### src/dicd_defines.svh
// constants of the drive input command decoder: codes, defaults, settings
// assumes nothing; included by the package and the design modules
`ifndef DICD_DEFINES_SVH
`define DICD_DEFINES_SVH

`define DICD_MAX_DI 9
`define DICD_FCODE_W 7
`define DICD_SRC_W 3
`define DICD_WCM_W 2
`define DICD_ACC_W 2

// command source values
`define DICD_SRC_FACTORY 3'h0
`define DICD_SRC_PANEL 3'h1
`define DICD_SRC_DINS 3'h2
`define DICD_SRC_SER232 3'h4
`define DICD_SRC_SER485 3'h5
`define DICD_SRC_FIELDBUS 3'h6

// wire control method selecting enable / start edge / direction
`define DICD_WCM_3W_M2 2'h3

// access level needed to change input function codes
`define DICD_ACC_EXTENDED 2'h2

// input function codes
`define DICD_FC_LOCKED 7'h00
`define DICD_FC_ON_RAMP 7'h01
`define DICD_FC_FWD 7'h02
`define DICD_FC_COAST 7'h03
`define DICD_FC_RAPID 7'h04
`define DICD_FC_FAULT_ACK 7'h09
`define DICD_FC_JOG_FWD 7'h0A
`define DICD_FC_JOG_REV 7'h0B
`define DICD_FC_REVERSE 7'h0C
`define DICD_FC_MOP_UP 7'h0D
`define DICD_FC_MOP_UP2 7'h0E
`define DICD_FC_FIXF0 7'h0F
`define DICD_FC_DC_BRAKE 7'h19
`define DICD_FC_PID_EN 7'h1B
`define DICD_FC_EXT_FAULT 7'h1D
`define DICD_FC_ADDL_OFF 7'h21
`define DICD_FC_FREE 7'h63

`endif

### src/dicd_pkg.sv
// types of the drive input command decoder
// assumes dicd_defines.svh is on the include path
`include "dicd_defines.svh"

package dicd_pkg;

  typedef logic [`DICD_FCODE_W-1:0] dicd_fcode_type;

  // motor command bundle handed to the drive control
  typedef struct packed {
    logic motor_on;
    logic reverse;
    logic ramp_stop;
    logic coast_stop;
    logic rapid_stop;
    logic fault_ack;
    logic jog_fwd;
    logic jog_rev;
    logic mop_up;
    logic [3:0] fix_freq;
    logic dc_brake;
    logic pid_enable;
    logic ext_fault;
    logic addl_sp_off;
    logic [`DICD_MAX_DI-1:0] free_lvl;
  } dicd_cmd_type;

  typedef enum logic [2:0] {
    DICD_ST_STOP = 3'h1,
    DICD_ST_FWD = 3'h2,
    DICD_ST_REV = 3'h4
  } dicd_state_type;

endpackage : dicd_pkg

### src/dicd_edge.sv
// input synchroniser with rising and falling edge pulses
// assumes one clock; clk_en low freezes every stage
`timescale 1ns/1ps
`include "dicd_defines.svh"

module dicd_edge import dicd_pkg::*; #(
  parameter int WIDTH = 9
) (
  // clock and reset
  input wire logic sys_clk,
  input wire logic rst_n,
  input wire logic clk_en,
  // raw inputs
  input wire logic [WIDTH-1:0] din,
  // synchronised level and edges
  output logic [WIDTH-1:0] lvl,
  output logic [WIDTH-1:0] rise,
  output logic [WIDTH-1:0] fall
);

  logic [WIDTH-1:0] sync1_r;
  logic [WIDTH-1:0] sync2_r;
  logic [WIDTH-1:0] prev_r;

  // first stage feeds only the second stage
  always_ff @(posedge sys_clk or negedge rst_n) begin
    if (!rst_n) begin
      sync1_r <= '0;
      sync2_r <= '0;
      prev_r <= '0;
    end else if (clk_en) begin
      sync1_r <= din;
      sync2_r <= sync1_r;
      prev_r <= sync2_r;
    end
  end

  assign lvl = sync2_r;
  assign rise = sync2_r & ~prev_r;
  assign fall = ~sync2_r & prev_r;

  a_edge_one_cycle: assert property (
    @(posedge sys_clk) disable iff (!rst_n)
    clk_en |=> ((rise & $past(rise)) == '0))
    else $error("edge pulse lasted more than one cycle");

endmodule : dicd_edge

### src/dicd_top.sv
// drive input command decoder: command source, input functions, 3-wire m2
// assumes inputs synchronous-ish to sys_clk and a standstill flag from drive
`timescale 1ns/1ps
`include "dicd_defines.svh"

module dicd_top import dicd_pkg::*; #(
  parameter int NUM_DI = `DICD_MAX_DI,
  parameter bit HAS_FIELDBUS = 1'b1
) (
  // clock and reset
  input wire logic sys_clk,
  input wire logic rst_n,
  input wire logic clk_en,
  // digital inputs and drive status
  input wire logic [NUM_DI-1:0] digital_in,
  input wire logic motor_standstill,
  // settings
  input wire logic [`DICD_WCM_W-1:0] wire_control_method,
  input wire logic [`DICD_ACC_W-1:0] access_level,
  input wire logic factory_restore,
  input wire logic cmd_src_wr_en,
  input wire logic [`DICD_SRC_W-1:0] cmd_src_wr_data,
  input wire logic fcode_wr_en,
  input wire logic [3:0] fcode_wr_idx,
  input wire dicd_fcode_type fcode_wr_data,
  // results
  output dicd_cmd_type cmd_r,
  output logic [`DICD_SRC_W-1:0] command_source_select_r,
  output logic wr_refused_r
);

  localparam logic [`DICD_SRC_W-1:0] DEF_SRC =
    HAS_FIELDBUS ? `DICD_SRC_FIELDBUS : `DICD_SRC_DINS;

  logic [NUM_DI-1:0][`DICD_FCODE_W-1:0] fcode_r;
  dicd_state_type state_r;
  dicd_state_type state_nxt;
  logic [NUM_DI-1:0] lvl;
  logic [NUM_DI-1:0] rise;
  logic [NUM_DI-1:0] fall;

  // mask of inputs carrying a given function code
  function automatic logic [NUM_DI-1:0] dicd_match(
    input logic [NUM_DI-1:0][`DICD_FCODE_W-1:0] codes,
    input dicd_fcode_type code
  );
    logic [NUM_DI-1:0] m;
    m = '0;
    for (int i = 0; i < NUM_DI; i++) begin
      m[i] = (codes[i] == code);
    end
    return m;
  endfunction : dicd_match

  // factory assignment of each input
  function automatic dicd_fcode_type dicd_factory(input int idx);
    dicd_fcode_type c;
    case (idx)
      0: c = `DICD_FC_ON_RAMP;
      1: c = `DICD_FC_REVERSE;
      2: c = `DICD_FC_FAULT_ACK;
      3, 4, 5, 6: c = `DICD_FC_FIXF0 + dicd_fcode_type'(idx - 3);
      default: c = `DICD_FC_LOCKED;
    endcase
    return c;
  endfunction : dicd_factory

  dicd_edge #(
    .WIDTH(NUM_DI)
  ) u_edge (
    .sys_clk(sys_clk),
    .rst_n(rst_n),
    .clk_en(clk_en),
    .din(digital_in),
    .lvl(lvl),
    .rise(rise),
    .fall(fall)
  );

  // role decode from function codes, so any input can take any role
  logic [NUM_DI-1:0] m_en;
  logic [NUM_DI-1:0] m_start;
  logic [NUM_DI-1:0] m_dir;
  logic en_lvl;
  logic start_lvl;
  logic start_rise;
  logic dir_lvl;
  logic dir_rise;
  logic dir_fall;
  logic dins_sel;
  logic m3;
  logic wr_in_range;
  logic wr_ok;

  assign m_en = dicd_match(fcode_r, `DICD_FC_ON_RAMP);
  assign m_start = dicd_match(fcode_r, `DICD_FC_FWD);
  assign m_dir = dicd_match(fcode_r, `DICD_FC_REVERSE);
  assign en_lvl = |(lvl & m_en);
  assign start_lvl = |(lvl & m_start);
  assign start_rise = |(rise & m_start);
  assign dir_lvl = |(lvl & m_dir);
  assign dir_rise = |(rise & m_dir);
  assign dir_fall = |(fall & m_dir);
  assign dins_sel = (command_source_select_r == `DICD_SRC_DINS);
  assign m3 = (wire_control_method == `DICD_WCM_3W_M2);
  assign wr_in_range = (32'(fcode_wr_idx) < NUM_DI);

  // a free-interconnect input stays free until a factory restore
  always_comb begin
    wr_ok = 1'b0;
    if (wr_in_range && access_level == `DICD_ACC_EXTENDED) begin
      wr_ok = (fcode_r[fcode_wr_idx] != `DICD_FC_FREE);
    end
  end

  // function code store; restore has priority over a write
  always_ff @(posedge sys_clk or negedge rst_n) begin
    if (!rst_n) begin
      for (int i = 0; i < NUM_DI; i++) begin
        fcode_r[i] <= dicd_factory(i);
      end
    end else if (clk_en) begin
      if (factory_restore) begin
        for (int i = 0; i < NUM_DI; i++) begin
          fcode_r[i] <= dicd_factory(i);
        end
      end else if (fcode_wr_en && wr_ok) begin
        fcode_r[fcode_wr_idx] <= fcode_wr_data;
      end
    end
  end

  always_ff @(posedge sys_clk or negedge rst_n) begin
    if (!rst_n) begin
      wr_refused_r <= 1'b0;
    end else if (clk_en) begin
      wr_refused_r <= fcode_wr_en && !factory_restore && !wr_ok;
    end
  end

  // command source setting
  always_ff @(posedge sys_clk or negedge rst_n) begin
    if (!rst_n) begin
      command_source_select_r <= DEF_SRC;
    end else if (clk_en) begin
      if (factory_restore) begin
        command_source_select_r <= DEF_SRC;
      end else if (cmd_src_wr_en) begin
        command_source_select_r <= cmd_src_wr_data;
      end
    end
  end

  // run state; other methods follow input levels, method 2 uses edges
  always_comb begin
    state_nxt = state_r;
    if (!dins_sel) begin
      state_nxt = DICD_ST_STOP;
    end else if (m3) begin
      if (!en_lvl) begin
        if (!motor_standstill) begin
          state_nxt = DICD_ST_STOP;
        end
      end else if (motor_standstill) begin
        if (start_rise) begin
          state_nxt = dir_lvl ? DICD_ST_REV : DICD_ST_FWD;
        end
      end else if (!start_lvl && state_r != DICD_ST_STOP) begin
        if (dir_fall) begin
          state_nxt = DICD_ST_FWD;
        end else if (dir_rise) begin
          state_nxt = DICD_ST_REV;
        end
      end
    end else if (en_lvl || start_lvl) begin
      state_nxt = dir_lvl ? DICD_ST_REV : DICD_ST_FWD;
    end else begin
      state_nxt = DICD_ST_STOP;
    end
  end

  always_ff @(posedge sys_clk or negedge rst_n) begin
    if (!rst_n) begin
      state_r <= DICD_ST_STOP;
    end else if (clk_en) begin
      state_r <= state_nxt;
    end
  end

  // motor command outputs; all but free_lvl idle unless the digital inputs command
  always_ff @(posedge sys_clk or negedge rst_n) begin
    if (!rst_n) begin
      cmd_r <= '0;
    end else if (clk_en) begin
      cmd_r.motor_on <= (state_nxt != DICD_ST_STOP);
      cmd_r.reverse <= (state_nxt == DICD_ST_REV);
      cmd_r.ramp_stop <= dins_sel && (state_nxt == DICD_ST_STOP);
      cmd_r.coast_stop <= dins_sel &&
        |(lvl & dicd_match(fcode_r, `DICD_FC_COAST));
      cmd_r.rapid_stop <= dins_sel &&
        |(lvl & dicd_match(fcode_r, `DICD_FC_RAPID));
      cmd_r.fault_ack <= dins_sel &&
        |(rise & dicd_match(fcode_r, `DICD_FC_FAULT_ACK));
      cmd_r.jog_fwd <= dins_sel &&
        |(lvl & dicd_match(fcode_r, `DICD_FC_JOG_FWD));
      cmd_r.jog_rev <= dins_sel &&
        |(lvl & dicd_match(fcode_r, `DICD_FC_JOG_REV));
      // both printed codes raise the frequency until 14 is confirmed
      cmd_r.mop_up <= dins_sel &&
        |(lvl & (dicd_match(fcode_r, `DICD_FC_MOP_UP) |
                 dicd_match(fcode_r, `DICD_FC_MOP_UP2)));
      for (int b = 0; b < 4; b++) begin
        cmd_r.fix_freq[b] <= dins_sel && |(lvl & dicd_match(fcode_r,
          `DICD_FC_FIXF0 + dicd_fcode_type'(b)));
      end
      cmd_r.dc_brake <= dins_sel &&
        |(lvl & dicd_match(fcode_r, `DICD_FC_DC_BRAKE));
      cmd_r.pid_enable <= dins_sel &&
        |(lvl & dicd_match(fcode_r, `DICD_FC_PID_EN));
      cmd_r.ext_fault <= dins_sel &&
        |(lvl & dicd_match(fcode_r, `DICD_FC_EXT_FAULT));
      cmd_r.addl_sp_off <= dins_sel &&
        |(lvl & dicd_match(fcode_r, `DICD_FC_ADDL_OFF));
      // free inputs only pass their level; routing is up to the user
      cmd_r.free_lvl <= `DICD_MAX_DI'(lvl &
        dicd_match(fcode_r, `DICD_FC_FREE));
    end
  end

  a_enable_low_stop: assert property (
    @(posedge sys_clk) disable iff (!rst_n)
    clk_en && dins_sel && m3 && !en_lvl && !motor_standstill
    |=> cmd_r.ramp_stop && !cmd_r.motor_on)
    else $error("enable low while rotating did not ramp stop");

  a_start_forward: assert property (
    @(posedge sys_clk) disable iff (!rst_n)
    clk_en && dins_sel && m3 && en_lvl && motor_standstill && start_rise &&
    !dir_lvl |=> cmd_r.motor_on && !cmd_r.reverse)
    else $error("start edge did not run forward");

  a_start_inverted: assert property (
    @(posedge sys_clk) disable iff (!rst_n)
    clk_en && dins_sel && m3 && en_lvl && motor_standstill && start_rise &&
    dir_lvl |=> cmd_r.motor_on && cmd_r.reverse)
    else $error("start edge did not run inverted");

  a_reverse_normal: assert property (
    @(posedge sys_clk) disable iff (!rst_n)
    clk_en && dins_sel && m3 && en_lvl && !motor_standstill && !start_lvl &&
    state_r != DICD_ST_STOP && dir_fall
    |=> cmd_r.motor_on && !cmd_r.reverse)
    else $error("direction fall did not reverse to setpoint");

  a_reverse_invert: assert property (
    @(posedge sys_clk) disable iff (!rst_n)
    clk_en && dins_sel && m3 && en_lvl && !motor_standstill && !start_lvl &&
    state_r != DICD_ST_STOP && dir_rise
    |=> cmd_r.motor_on && cmd_r.reverse)
    else $error("direction rise did not reverse to inverted");

  a_start_ignored: assert property (
    @(posedge sys_clk) disable iff (!rst_n)
    clk_en && dins_sel && m3 && en_lvl && !motor_standstill &&
    !dir_rise && !dir_fall |=> $stable(state_r))
    else $error("start edge acted while rotating");

  a_dir_ignored: assert property (
    @(posedge sys_clk) disable iff (!rst_n)
    clk_en && dins_sel && m3 && en_lvl && motor_standstill && !start_rise
    |=> $stable(state_r))
    else $error("direction edge acted at standstill");

  a_source_gate: assert property (
    @(posedge sys_clk) disable iff (!rst_n)
    clk_en && !dins_sel |=> !cmd_r.motor_on && !cmd_r.ramp_stop)
    else $error("commands issued with another source selected");

  a_free_locked: assert property (
    @(posedge sys_clk) disable iff (!rst_n)
    clk_en && fcode_wr_en && !factory_restore && wr_in_range &&
    fcode_r[fcode_wr_idx] == `DICD_FC_FREE
    |=> wr_refused_r && $stable(fcode_r))
    else $error("free interconnect code was overwritten");

  a_access_gate: assert property (
    @(posedge sys_clk) disable iff (!rst_n)
    clk_en && fcode_wr_en && !factory_restore &&
    access_level != `DICD_ACC_EXTENDED |=> wr_refused_r && $stable(fcode_r))
    else $error("code changed without extended access");

  a_factory_map: assert property (
    @(posedge sys_clk) disable iff (!rst_n)
    clk_en && factory_restore |=> fcode_r[0] == `DICD_FC_ON_RAMP &&
    fcode_r[1] == `DICD_FC_REVERSE && fcode_r[2] == `DICD_FC_FAULT_ACK &&
    command_source_select_r == DEF_SRC)
    else $error("factory restore did not load defaults");

  c_start_run: cover property (@(posedge sys_clk) disable iff (!rst_n)
    m3 && dins_sel && start_rise && motor_standstill ##1 cmd_r.motor_on);
  c_reverse: cover property (@(posedge sys_clk) disable iff (!rst_n)
    m3 && cmd_r.motor_on && !cmd_r.reverse ##[1:20] cmd_r.reverse);
  c_refused: cover property (@(posedge sys_clk) disable iff (!rst_n)
    wr_refused_r);

endmodule : dicd_top

### config.mk
export PLATFORM = sky130hd
export DESIGN_NAME = dicd_top
export DESIGN_NICKNAME = d
export VERILOG_FILES = /design/src/dicd_pkg.sv /design/src/dicd_edge.sv /design/src/dicd_top.sv
export VERILOG_INCLUDE_DIRS = /design/src
export SDC_FILE = /design/constraint.sdc
export NUM_CORES = 1
export LEC_CHECK = 0
export ABC_CLOCK_PERIOD_IN_PS = 3800
export BUFFER_PORTS_ARGS = -buffer_cell sky130_fd_sc_hd__buf_2
export CORE_ASPECT_RATIO = 1.4
export CORE_UTILIZATION = 62
export DETAILED_ROUTE_END_ITERATION = 8
export GPL_TIMING_DRIVEN = 0
export PLACE_DENSITY = 0.94
export SLEW_MARGIN = 0
export SYNTH_ARGS = -nofsm -noshare
export SYNTH_HDL_FRONTEND = slang
export SYNTH_HIERARCHICAL = 1
export SYNTH_SLANG_ARGS = --single-unit
### constraint.sdc
create_clock -name sys_clk -period 3.8 [get_ports sys_clk]
set_input_delay 0.57 -clock sys_clk [delete_from_list [all_inputs] [get_ports sys_clk]]
set_output_delay 0.57 -clock sys_clk [all_outputs]
set_load 0.02 [all_outputs]
==> results of run 1 <==
metal layers:
metal	vias up	share of wire
li1	3678	-
met1	4292	0.34
met2	778	0.44
met3	226	0.12
met4	2	0.098
met5	-	0.00058
power breakdown:
part           switching, mW  internal [mW]  leakage (nW)  total, mW
sequential             0.215           1.50          1.57       1.72
combinational          0.988          0.517          2.08       1.50
clock                  0.630           1.06         0.285       1.69
critical path, delay by kind of cell (launching register included):
family | cells | cell delay, ns
buf+inv | 1 | 0.21
compound gates | 3 | 1.19
flops | 1 | 0.36
simple gates | 5 | 1.82
stage by stage:
step / cell area (µm²) / instances
2_1_floorplan: 8615 / 909
3_3_place_gp: 9143 / 1151
3_5_place_dp: 9183 / 1152
4_1_cts: 9787 / 1184
5_1_grt: 9789 / 1185
6_report: 9792 / 1186
state kept, by name, indices dropped and copies added (netlist names):
signal                   cells
state_r                      3
fcode_r                     63
cmd_r                       26
u_edge/sync1_r               9
command_source_select_r      3
u_edge/lvl                   9
u_edge/prev_r                9
wr_refused_r                 1
logic make-up (layout without fill, tap and decap cells):
| kind of cell | after synthesis | count (layout) |
|---|---|---|
| and+or+nand+nor | 370 | 370 |
| buffers and inverters | 114 | 207 |
| muxes | 98 | 98 |
| AOI/OAI and AO/OA | 199 | 199 |
| other | 0 | 2 |
| DFF | 123 | 123 |
| xor gates and xnor gates | 5 | 5 |
cell usage in the layout, fill, tap and decap left out, types with 5 or more instances in the layout:
master / instances
dfrtp_1: 106
buf_2: 66
clkbuf_1: 59
nand2_1: 58
mux2i_1: 52
nand4_1: 50
nor2_1: 48
inv_1: 40
nand3_1: 38
nor2b_1: 37
o2bb2ai_1: 36
o22ai_1: 31
nor3_1: 25
nor4b_1: 23
mux2_4: 22
o22a_1: 21
mux2_2: 20
and3_1: 17
clkbuf_16: 17
dfstp_2: 17
o21ai_0: 14
a22oi_1: 13
nand2b_1: 12
o311ai_0: 11
and2_1: 10
a31oi_1: 10
a32oi_1: 8
nor4_1: 7
a32o_1: 7
and4_1: 7
a211oi_1: 6
nor4_4: 5
or3_1: 5
nor4bb_1: 5
final timing paths:
check,from,to,slack (ns),cells after the start
min in group sys_clk,digital_in[1],u_edge/sync1_r[1],0.37,2
max in group asynchronous,rst_n,state_r[0],2.93,2
worst max register to register,fcode_r[46],cmd_r[23],0.05,9
worst min-delay path,rst_n,u_edge/sync1_r[5],0.09,1
worst max-delay path,fcode_r[46],cmd_r[23],0.05,9
worst min register to register,cmd_r[24],cmd_r[24],0.48,2
area by class of cell:
| type | instances | area (µm²) | area share |
|---|---|---|---|
| Clock buffer | 21 | 460.4 | 0.04702 |
| Clock inverter | 11 | 143.9 | 0.01469 |
| Buffer | 72 | 337.8 | 0.03450 |
| Inverter | 42 | 157.7 | 0.01610 |
| Antenna cell | 2 | 5.005 | 0.0005111 |
| Sequential cell | 123 | 3099 | 0.3165 |
| Tap cell | 182 | 227.7 | 0.02326 |
| Timing Repair Buffer | 61 | 334.1 | 0.03412 |
| Multi-Input combinational cell | 672 | 5026 | 0.5133 |
synth_stat cells, types with 20 or more instances:
cell type	number
nor2b_1	37
mux2i_1	52
o22a_1	21
o22ai_1	31
nor3_1	25
mux2_2	20
inv_1	40
nand2_1	58
mux2_4	22
nand4_1	50
clkbuf_1	57
dfrtp_1	106
nor2_1	48
nand3_1	38
o2bb2ai_1	36
nor4b_1	24
==> impl_metrics.py, run 1 <==
metrics = {
    "pwr": {
        "irDropWorstVdd_uv": 381.7,
        "p_leak_nw": 3.940,
        "p_per_area_nw_per_um2": 502.0,
        "p_total_mw": 4.916,
    },
    "cts": {
        "cts-resized-gates": 0,
        "cts_buffers": 17,
        "post_cts.repair.setup_buffers": 0,
        "insertion_delay_ns": 0.43,
        "cts_buffer_depth": 2,
        "cts_tree": "done",
        "cts_sinks": 123,
        "cts_max_level": 4,
        "cts_hold_buf": 0,
        "cts_root_buf": "clkbuf_16",
        "clk_pin_slew_ns": 0.06,
    },
    "layout": {
        "layout-drive-gt1-share": 0.1886,
        "filler_cell_count": 976,
        "final_nets": 1023,
        "syn2layout_area_growth_pct": 13.67,
        "utilization": 0.7280,
    },
    "grt": {
        "grt_use_met1": 0.6119,
        "grt_util_met3": 0.1897,
        "grt_use_met2": 0.7735,
        "grt_overflow": 0,
        "antenna_found_initial": 4,
        "grt_busiest_layer": "met2",
        "grt_max_degree": 70,
        "grt_pass1_vias": 8779,
        "grt_pass1_wl_um": 53940,
        "grt_usage": 0.5299,
    },
    "logic_synthesis": {
        "netlist_area_um2": 8615,
        "synth-seq-cells": 123,
        "yosysWarnings": 6,
        "synth_area_leaders": "dfrtp_1 (31%), mux2i_1 (6.0%), dfstp_2 (5.2%)",
        "synth_async_sr_flop_share": 1.000,
        "synth_top_family_by_area": "simple AND/OR/NAND/NOR gates",
        "synth_top_area_share": 0.3079,
        "yosys.area_share.simple": 0.2587,
        "synth-compound-area-share": 0.1827,
        "yosys.area.top_type": "dfrtp_1",
        "muxShareOfSynthArea": 0.1362,
        "synth_fa_ha_area_frac": 0,
        "synth-edff-count": 0,
        "synthDistinctLibCells": 77,
        "syn_area_per_cell_um2": 9.477,
        "synth_ff_type": "dfrtp_1",
        "ys_seq_area_frac": 0.3598,
        "syn_nets": 943,
        "synth_xor_area_frac": 0.005084,
        "synth_cells": 909,
    },
    "die": {
        "ioPinCount": 64,
        "dieArea_um2": 14380,
        "initial_utilization": 0.6405,
        "rows": 50,
        "die_h_um": 141.5,
        "core_um2": 13450,
        "die_w_um": 101.6,
    },
    "timing": {
        "max_freq_mhz": 266.5,
        "period_needed_ns": 3.752,
        "hold_violations": 0,
        "rsz0062_at_grt": "false",
        "worstMarginPinSlew_ns": 1.341,
        "fin_crit_sh": 0.9873,
        "hold_ws_ns": 0.08518,
        "finalSetupViolCount": 0,
        "maxSlewViolCount": 0,
        "finClkSkew_ns": 0.008835,
        "tns_ns": 0,
        "worst_slack_ns": 0.04819,
        "relSlewSlack": 0.09323,
    },
    "place": {
        "port_buffers": 60,
        "gp_congestion": 1.107,
        "pre_cts_slack_ns": 0.1399,
        "dp_hpwl_um": 26540,
    },
    "drt": {
        "drc_errors": 0,
        "wirelength_um": 36220,
        "ant_nets": 0,
        "vias": 8976,
        "dr.pass1.iters": 6,
        "initialDrtViolationCount": 1068,
        "wire_per_inst_um": 30.54,
        "viasPerCell": 7.568,
    },
    "worst_setup_path": {
        "cpPeakStageDelay_ns": 1.13,
        "cp_data_required_time_ns": 4.07,
        "crit_arrival_ns": 4.02,
        "cpMaxStageDelayCell": "nor4b_1",
        "end_kind": "flop",
        "crit_path_frequent_cell": "nor2_1",
        "cp_max_fo": 9,
        "cp-start-kind": "flop",
        "path_cells": "clkbuf_1 -> nor4b_1 -> nand2_1 -> nand4_1 -> nor2_1 -> a21boi_0 -> nor2_1 -> o41ai_1 -> o32ai_1",
        "path_class": "reg -> reg",
    },
    "status": {
        "status": "finished clean",
    },
    "flow_run": {
        "maxCapViolCount": 0,
    },
    "hold_path": {
        "worstHoldPathType": "in -> async",
    },
}
(Power assumes the default switching activity.)
==> inputs of run 2 (changes only) <==
- ABC_CLOCK_PERIOD_IN_PS: 3800 -> 4520
- CORE_UTILIZATION: 62 -> 65
- PLACE_DENSITY: 0.94 -> 0.85
- clock period: 3.8 -> 4.52 ns (I/O delays scaled with it)
==> run 2 against run 1 <==
Compared with the run above:
- flip-flop and latch count unchanged
- global-route usage down 0.33 points
- final area down 0.60%
- fmax up 0.15%
- clock power down 18%
- critical path depth down 1
- wire length down 2.7%
- count of clock-buffer cells in the layout down 3
- hold slack better by 0.12 ns
- via count unchanged
- largest power group unchanged
==> impl_metrics.py, run 2 (synthesis results as in run 1) <==
metrics = {
    "worst_setup_path": {
        "cpPeakStageDelay_ns": 0.61,
        "crit_family": "simple AND/OR/NAND/NOR gates",
        "end_kind": "flop",
        "cp_num_buf_inv": 0,
        "cp-start-kind": "flop",
        "path_class": "reg -> reg",
        "cpMaxStageDelayCell": "mux4_2",
        "cp_max_fo": 9,
        "crit_arrival_ns": 4.12,
        "path_cells": "nor2_1 -> nand3_1 -> mux4_2 -> o2bb2ai_2 -> a31oi_4 -> nand4b_2 -> mux2_2 -> o22a_1",
        "cp_data_required_time_ns": 4.90,
    },
    "grt": {
        "grt_usage": 0.5267,
        "grt_pass1_vias": 8629,
        "grt_overflow": 0,
        "grt_max_degree": 65,
        "antenna_found_initial": 1,
        "grt_pass1_wl_um": 52450,
    },
    "timing": {
        "relSlewSlack": 0.1276,
        "worstMarginPinSlew_ns": 1.290,
        "tns_ns": 0,
        "finalSetupViolCount": 0,
        "hold_violations": 0,
        "maxSlewViolCount": 0,
        "fin_crit_sh": 0.8288,
        "rsz0062_at_grt": "false",
        "finClkSkew_ns": 0.01173,
        "max_freq_mhz": 266.9,
        "period_needed_ns": 3.746,
    },
    "die": {
        "rows": 49,
        "initial_utilization": 0.6691,
        "ioPinCount": 64,
        "die_h_um": 138.2,
        "core_um2": 12870,
        "die_w_um": 99.30,
        "dieArea_um2": 13720,
    },
    "layout": {
        "top_regs": "fcode_r x63, cmd_r x26",
        "largest_register_ffs": 63,
        "syn2layout_area_growth_pct": 12.98,
        "top_register": "fcode_r",
        "layout-drive-gt1-share": 0.1886,
        "final_nets": 1023,
        "final_common_cell": "dfrtp_1",
        "mostFrequentLayoutCells": "dfrtp_1 (106), buf_2 (66), clkbuf_1 (58), nand2_1 (58), mux2i_1 (52)",
        "filler_cell_count": 876,
    },
    "pwr": {
        "p_total_mw": 4.096,
        "pwr-share-comb": 0.307,
        "p_leak_nw": 3.932,
        "pwr-share-seq": 0.353,
        "irDropWorstVdd_uv": 384.4,
        "p_per_area_nw_per_um2": 420.8,
        "switchingPower_mw": 1.575,
        "p_sw_frac": 0.3846,
        "pwr-share-clk": 0.339,
        "internal_power_mw": 2.520,
    },
    "cts": {
        "cts_tree": "done",
        "post_cts.repair.setup_buffers": 0,
        "cts_hold_buf": 0,
        "clk_pin_slew_ns": 0.06,
        "cts_root_buf": "clkbuf_16",
        "cts_buffers": 17,
        "cts_sinks": 123,
        "cts_buffer_depth": 2,
        "cts_max_level": 4,
        "insertion_delay_ns": 0.45,
        "cts-resized-gates": 0,
    },
    "drt": {
        "wire_per_inst_um": 30.47,
        "wirelength_um": 35220,
        "viasPerCell": 7.765,
        "vias": 8976,
        "drc_errors": 0,
        "ant_nets": 0,
        "initialDrtViolationCount": 1192,
        "dr.pass1.iters": 6,
    },
    "place": {
        "dp_hpwl_um": 25890,
        "port_buffers": 60,
        "gp_congestion": 1.146,
    },
    "status": {
        "status": "finished clean",
    },
    "flow_run": {
        "maxCapViolCount": 0,
    },
    "hold_path": {
        "worstHoldPathType": "in -> async",
    },
}
## run 2: cell types whose count changed in the layout (fill, tap and decap cells not counted), sizes merged
| cell | change |
|---|---|
| clkinv | -1 |
| clkbuf | -3 |
| clkinvlp | -1 |
| inv | +6 |
| diode | -1 |
| bufinv | -1 |
## run 2: final timing paths
path | slack, ns | cells after the start | to | start
setup / recovery | 0.77 | 8 | fcode_r[0] | fcode_r[23]
setup reg to reg | 0.77 | 8 | fcode_r[0] | fcode_r[23]
hold reg to reg | 0.48 | 2 | cmd_r[9] | cmd_r[9]
max in group asynchronous | 3.57 | 2 | fcode_r[10] | rst_n
min in group sys_clk | 0.46 | 2 | u_edge/sync1_r[7] | digital_in[7]
hold / removal | 0.21 | 1 | wr_refused_r | rst_n
## run 2: final cells by class
class                           instances  area (µm²)  area share
Antenna cell                            1       2.502   0.0002571
Buffer                                 72       337.8     0.03471
Clock buffer                           18       429.2     0.04409
Clock inverter                         14       161.4     0.01658
Inverter                               42       157.7     0.01620
Multi-Input combinational cell        672        5020      0.5157
Sequential cell                       123        3099      0.3184
Tap cell                              153       191.4     0.01967
Timing Repair Buffer                   61       334.1     0.03432
## run 2: through the flow
stage                     std cells  hold WS (ns)  setup slack, ns  instance area, µm²    util
after global placement         1122        0.4632           0.8136                9106  0.7073
after global routing           1155        0.2702           0.5983                9731  0.7558
after floorplan                 909        0.3824            1.442                8615       -
after detailed placement       1123        0.4689           0.7173                9140  0.7099
after CTS                      1155        0.2398            1.020                9731  0.7558
final                          1156        0.2078           0.7739                9733  0.7560
## run 2: power by group through the flow
stage / combinational (mW) / sequential [mW] / clock, mW
floorplan: 0.816 / 1.40 / 0
global placement: 1.15 / 1.43 / 0
detailed placement: 1.19 / 1.44 / 0
CTS: 1.20 / 1.43 / 1.37
global route: 1.32 / 1.45 / 1.42
finish: 1.26 / 1.45 / 1.39
## run 2: routing by layer
layer	routed length [µm]	track usage	share of wire
met1	11880	0.6032	0.34
met2	15320	0.7855	0.43
met3	4328	0.1790	0.12
met4	3694	0.4443	0.10
met5	0	0	0
==> inputs of run 3 (changes only) <==
- ABC_AREA: not set -> 1
- ABC_CLOCK_PERIOD_IN_PS: 4520 -> 3420
- CORE_UTILIZATION: 65 -> 55
- PLACE_DENSITY: 0.85 -> 0.77
- clock period: 4.52 -> 3.42 ns (I/O delays scaled with it)
==> run 3 against run 2 <==
Compared with the run above:
- final cell count is 35% higher
- register-to-register slack got worse by 0.09 ns
- non-clock buffer count shrank 38
- wire length shrank 7.8%
- clock skew up 0.0034 ns
- the flow now finishes with violations (hold timing)
- sequential share of layout area rose by 0.50 points
- critical endpoint is now cmd_r[14]
- final area is 1.5% lower
- global-route usage decreased by 10 points
- clock power rose by 44%
- combinational power is 36% lower
==> impl_metrics.py, run 3 <==
metrics = {
    "layout": {
        "mostFrequentLayoutCells": "nand2_1 (401), nor2_1 (168), inv_1 (167)",
        "final_common_cell": "nand2_1",
        "syn2layout_area_growth_pct": 14.60,
        "antenna_cells": 0,
        "top_register": "fcode_r",
        "final_nets": 1384,
        "layout-drive-gt1-share": 0.1130,
        "largest_register_ffs": 63,
        "top_regs": "fcode_r x63, cmd_r x26",
    },
    "cts": {
        "post_cts.repair.setup_buffers": 0,
        "cts_buffers": 17,
        "clk_pin_slew_ns": 0.06,
        "cts-resized-gates": 0,
        "cts_sinks": 123,
        "cts_tree": "done",
        "cts_root_buf": "clkbuf_16",
        "cts_max_level": 4,
        "insertion_delay_ns": 0.44,
        "cts_buffer_depth": 2,
        "cts_hold_buf": 0,
    },
    "timing": {
        "finalSetupViolCount": 0,
        "maxSlewViolCount": 0,
        "fin_crit_sh": 0.9134,
        "rsz0062_at_grt": "false",
        "hold_violations": 4,
        "worstMarginPinSlew_ns": 1.304,
        "tns_ns": 0,
        "period_needed_ns": 3.124,
        "max_freq_mhz": 320.1,
        "finClkSkew_ns": 0.01518,
        "hold_ws_ns": -0.02012,
        "relSlewSlack": 0.1228,
    },
    "worst_setup_path": {
        "crit_family": "buffers and inverters",
        "end_kind": "flop",
        "cpPeakStageDelay_ns": 1.11,
        "cp_num_buf_inv": 3,
        "crit_arrival_ns": 3.49,
        "path_cells": "clkbuf_1 -> inv_2 -> nor4_1 -> clkbuf_1 -> o21ai_0 -> nand2_1",
        "cp-start-kind": "input pin",
        "cp_max_fo": 10,
        "cpMaxStageDelayCell": "nor4_1",
        "cp_data_required_time_ns": 3.78,
        "ff2ff_setup_slack_ns": 0.68,
        "path_class": "in -> reg",
        "crit_path_frequent_cell": "clkbuf_1",
    },
    "logic_synthesis": {
        "synth.most_common_cell": "nand2_1",
        "synth-seq-cells": 123,
        "synth_cells": 1268,
        "syn_area_per_cell_um2": 6.594,
        "netlist_area_um2": 8362,
        "yosys.area.top_type": "dfrtp_1",
        "synth_commonest_cells": "nand2_1 (401), nor2_1 (168), inv_1 (167), dfrtp_1 (106), nand4_1 (86)",
        "synth-edff-count": 0,
        "synth_area_leaders": "dfrtp_1 (32%), nand2_1 (18%), nor2_1 (7.5%)",
        "synth_top_area_share": 0.3172,
        "synthDistinctLibCells": 42,
        "yosysWarnings": 6,
        "synth_async_sr_flop_share": 1.000,
        "syn_nets": 1302,
        "ys_seq_area_frac": 0.3706,
        "synth_ff_type": "dfrtp_1",
    },
    "die": {
        "dieArea_um2": 15710,
        "initial_utilization": 0.5604,
        "die_h_um": 147.9,
        "die_w_um": 106.2,
        "rows": 53,
        "ioPinCount": 64,
        "core_um2": 14920,
    },
    "hold_path": {
        "worstHoldPathType": "in -> async",
    },
    "place": {
        "dp_hpwl_um": 25620,
        "port_buffers": 62,
        "gp_congestion": 1.019,
    },
    "status": {
        "violations": "hold timing",
        "status": "finished with violations",
    },
    "grt": {
        "grt_usage": 0.4267,
        "antenna_found_initial": 0,
        "grt_pass1_wl_um": 49150,
        "grt_overflow": 0,
        "grt_pass1_vias": 8965,
        "grt_max_degree": 82,
    },
    "drt": {
        "drc_errors": 0,
        "viasPerCell": 6.100,
        "dr.pass1.iters": 7,
        "wire_per_inst_um": 20.89,
        "ant_nets": 0,
        "initialDrtViolationCount": 975,
        "wirelength_um": 32490,
        "vias": 9486,
    },
    "pwr": {
        "p_per_area_nw_per_um2": 471.9,
        "p_leak_nw": 4.912,
        "irDropWorstVdd_uv": 395.5,
    },
    "flow_run": {
        "maxCapViolCount": 0,
    },
}
## run 3: cell count changes after synthesis, moves of 24 or more
| cell | previous run | this run |
|---|---|---|
| nand2_1 | 58 | 401 |
| nor3_1 | 25 | 56 |
| mux2i_1 | 52 | 0 |
| o2bb2ai_1 | 36 | 0 |
| clkbuf_1 | 57 | 11 |
| inv_1 | 40 | 167 |
| nor4b_1 | 24 | 0 |
| nor2_1 | 48 | 168 |
| nand4_1 | 50 | 86 |
| nor2b_1 | 37 | 1 |
| nand3_1 | 38 | 80 |
## run 3: metal layers
layer / wire length (µm) / share of wire / global-route usage / vias to the layer above
met3: 2675 / 0.082 / 0.05996 / 150
met2: 15190 / 0.47 / 0.6948 / 632
met4: 2456 / 0.076 / 0.3007 / 0
met1: 12170 / 0.37 / 0.5175 / 4310
li1: - / - / - / 4394
met5: 0 / 0 / 0 / -
## run 3: cells by family (layout without fill, tap and decap cells)
family / after synthesis / after routing / synth area share
AND/OR/NAND/NOR: 836 / 836 / 0.4446
buffers and inverters: 205 / 300 / 0.1009
flip-flops: 123 / 123 / 0.3706
AO/OA/AOI/OAI: 104 / 104 / 0.08395
## run 3: path summary, 6_finish.rpt
kind                              startpoint                 to  cells after the start
max                                   clk_en          cmd_r[14]                      6
min                                    rst_n          cmd_r[25]                      1
max reg2reg                      fcode_r[39]          cmd_r[25]                     17
min reg2reg                u_edge/sync1_r[8]  u_edge/sync1_r[8]                      2
max in group asynchronous              rst_n        fcode_r[23]                      2
min in group sys_clk           digital_in[3]  u_edge/sync1_r[3]                      3
## run 3: area by class of cell
class	instances	area, µm²
clock buffers	18	429.2
repair buffers	63	344.1
multi-input cells	940	4419
clock inverters	14	207.7
inverters	173	656.9
plain buffers	32	186.4
well taps	192	240.2
fillers	1379	5338
flip-flops and latches	123	3099
## run 3: through the flow
| step | instances | instance area (µm²) | worst slack, ns | total power [mW] | util |
|---|---|---|---|---|---|
| after floorplan | 1268 | 8362 | 1.421 | 2.205 | - |
| after global placement | 1522 | 8912 | 0.01807 | 2.491 | 0.5973 |
| after detailed placement | 1523 | 8946 | 0.02652 | 2.508 | 0.5996 |
| after CTS | 1555 | 9583 | 0.4429 | 4.480 | 0.6423 |
| after global routing | 1555 | 9583 | 0.3544 | 4.670 | 0.6423 |
| final | 1555 | 9583 | 0.2963 | 4.522 | 0.6423 |
## run 3: power breakdown
part	switching (mW)	internal, mW	total (mW)
Combinational	0.602	0.208	0.810
Sequential	0.139	1.58	1.72
Clock	0.756	1.24	2.00
## run 3: worst reg2reg max path: stages, from the launching register on
cell     delay (ns)
dfstp_2        0.57
nor2_1         0.07
nand3_1        0.18
nor2_1         0.11
nor2_1         0.23
nand3_1        0.21
nor2_1         0.36
nand3_1        0.19
nand2_1        0.10
nand2_1        0.05
nand2_1        0.05
nand2_1        0.05
nand2_1        0.06
nand2_1        0.05
nand2_1        0.12
nand2_1        0.07
nor2_1         0.11
nor2_1         0.05
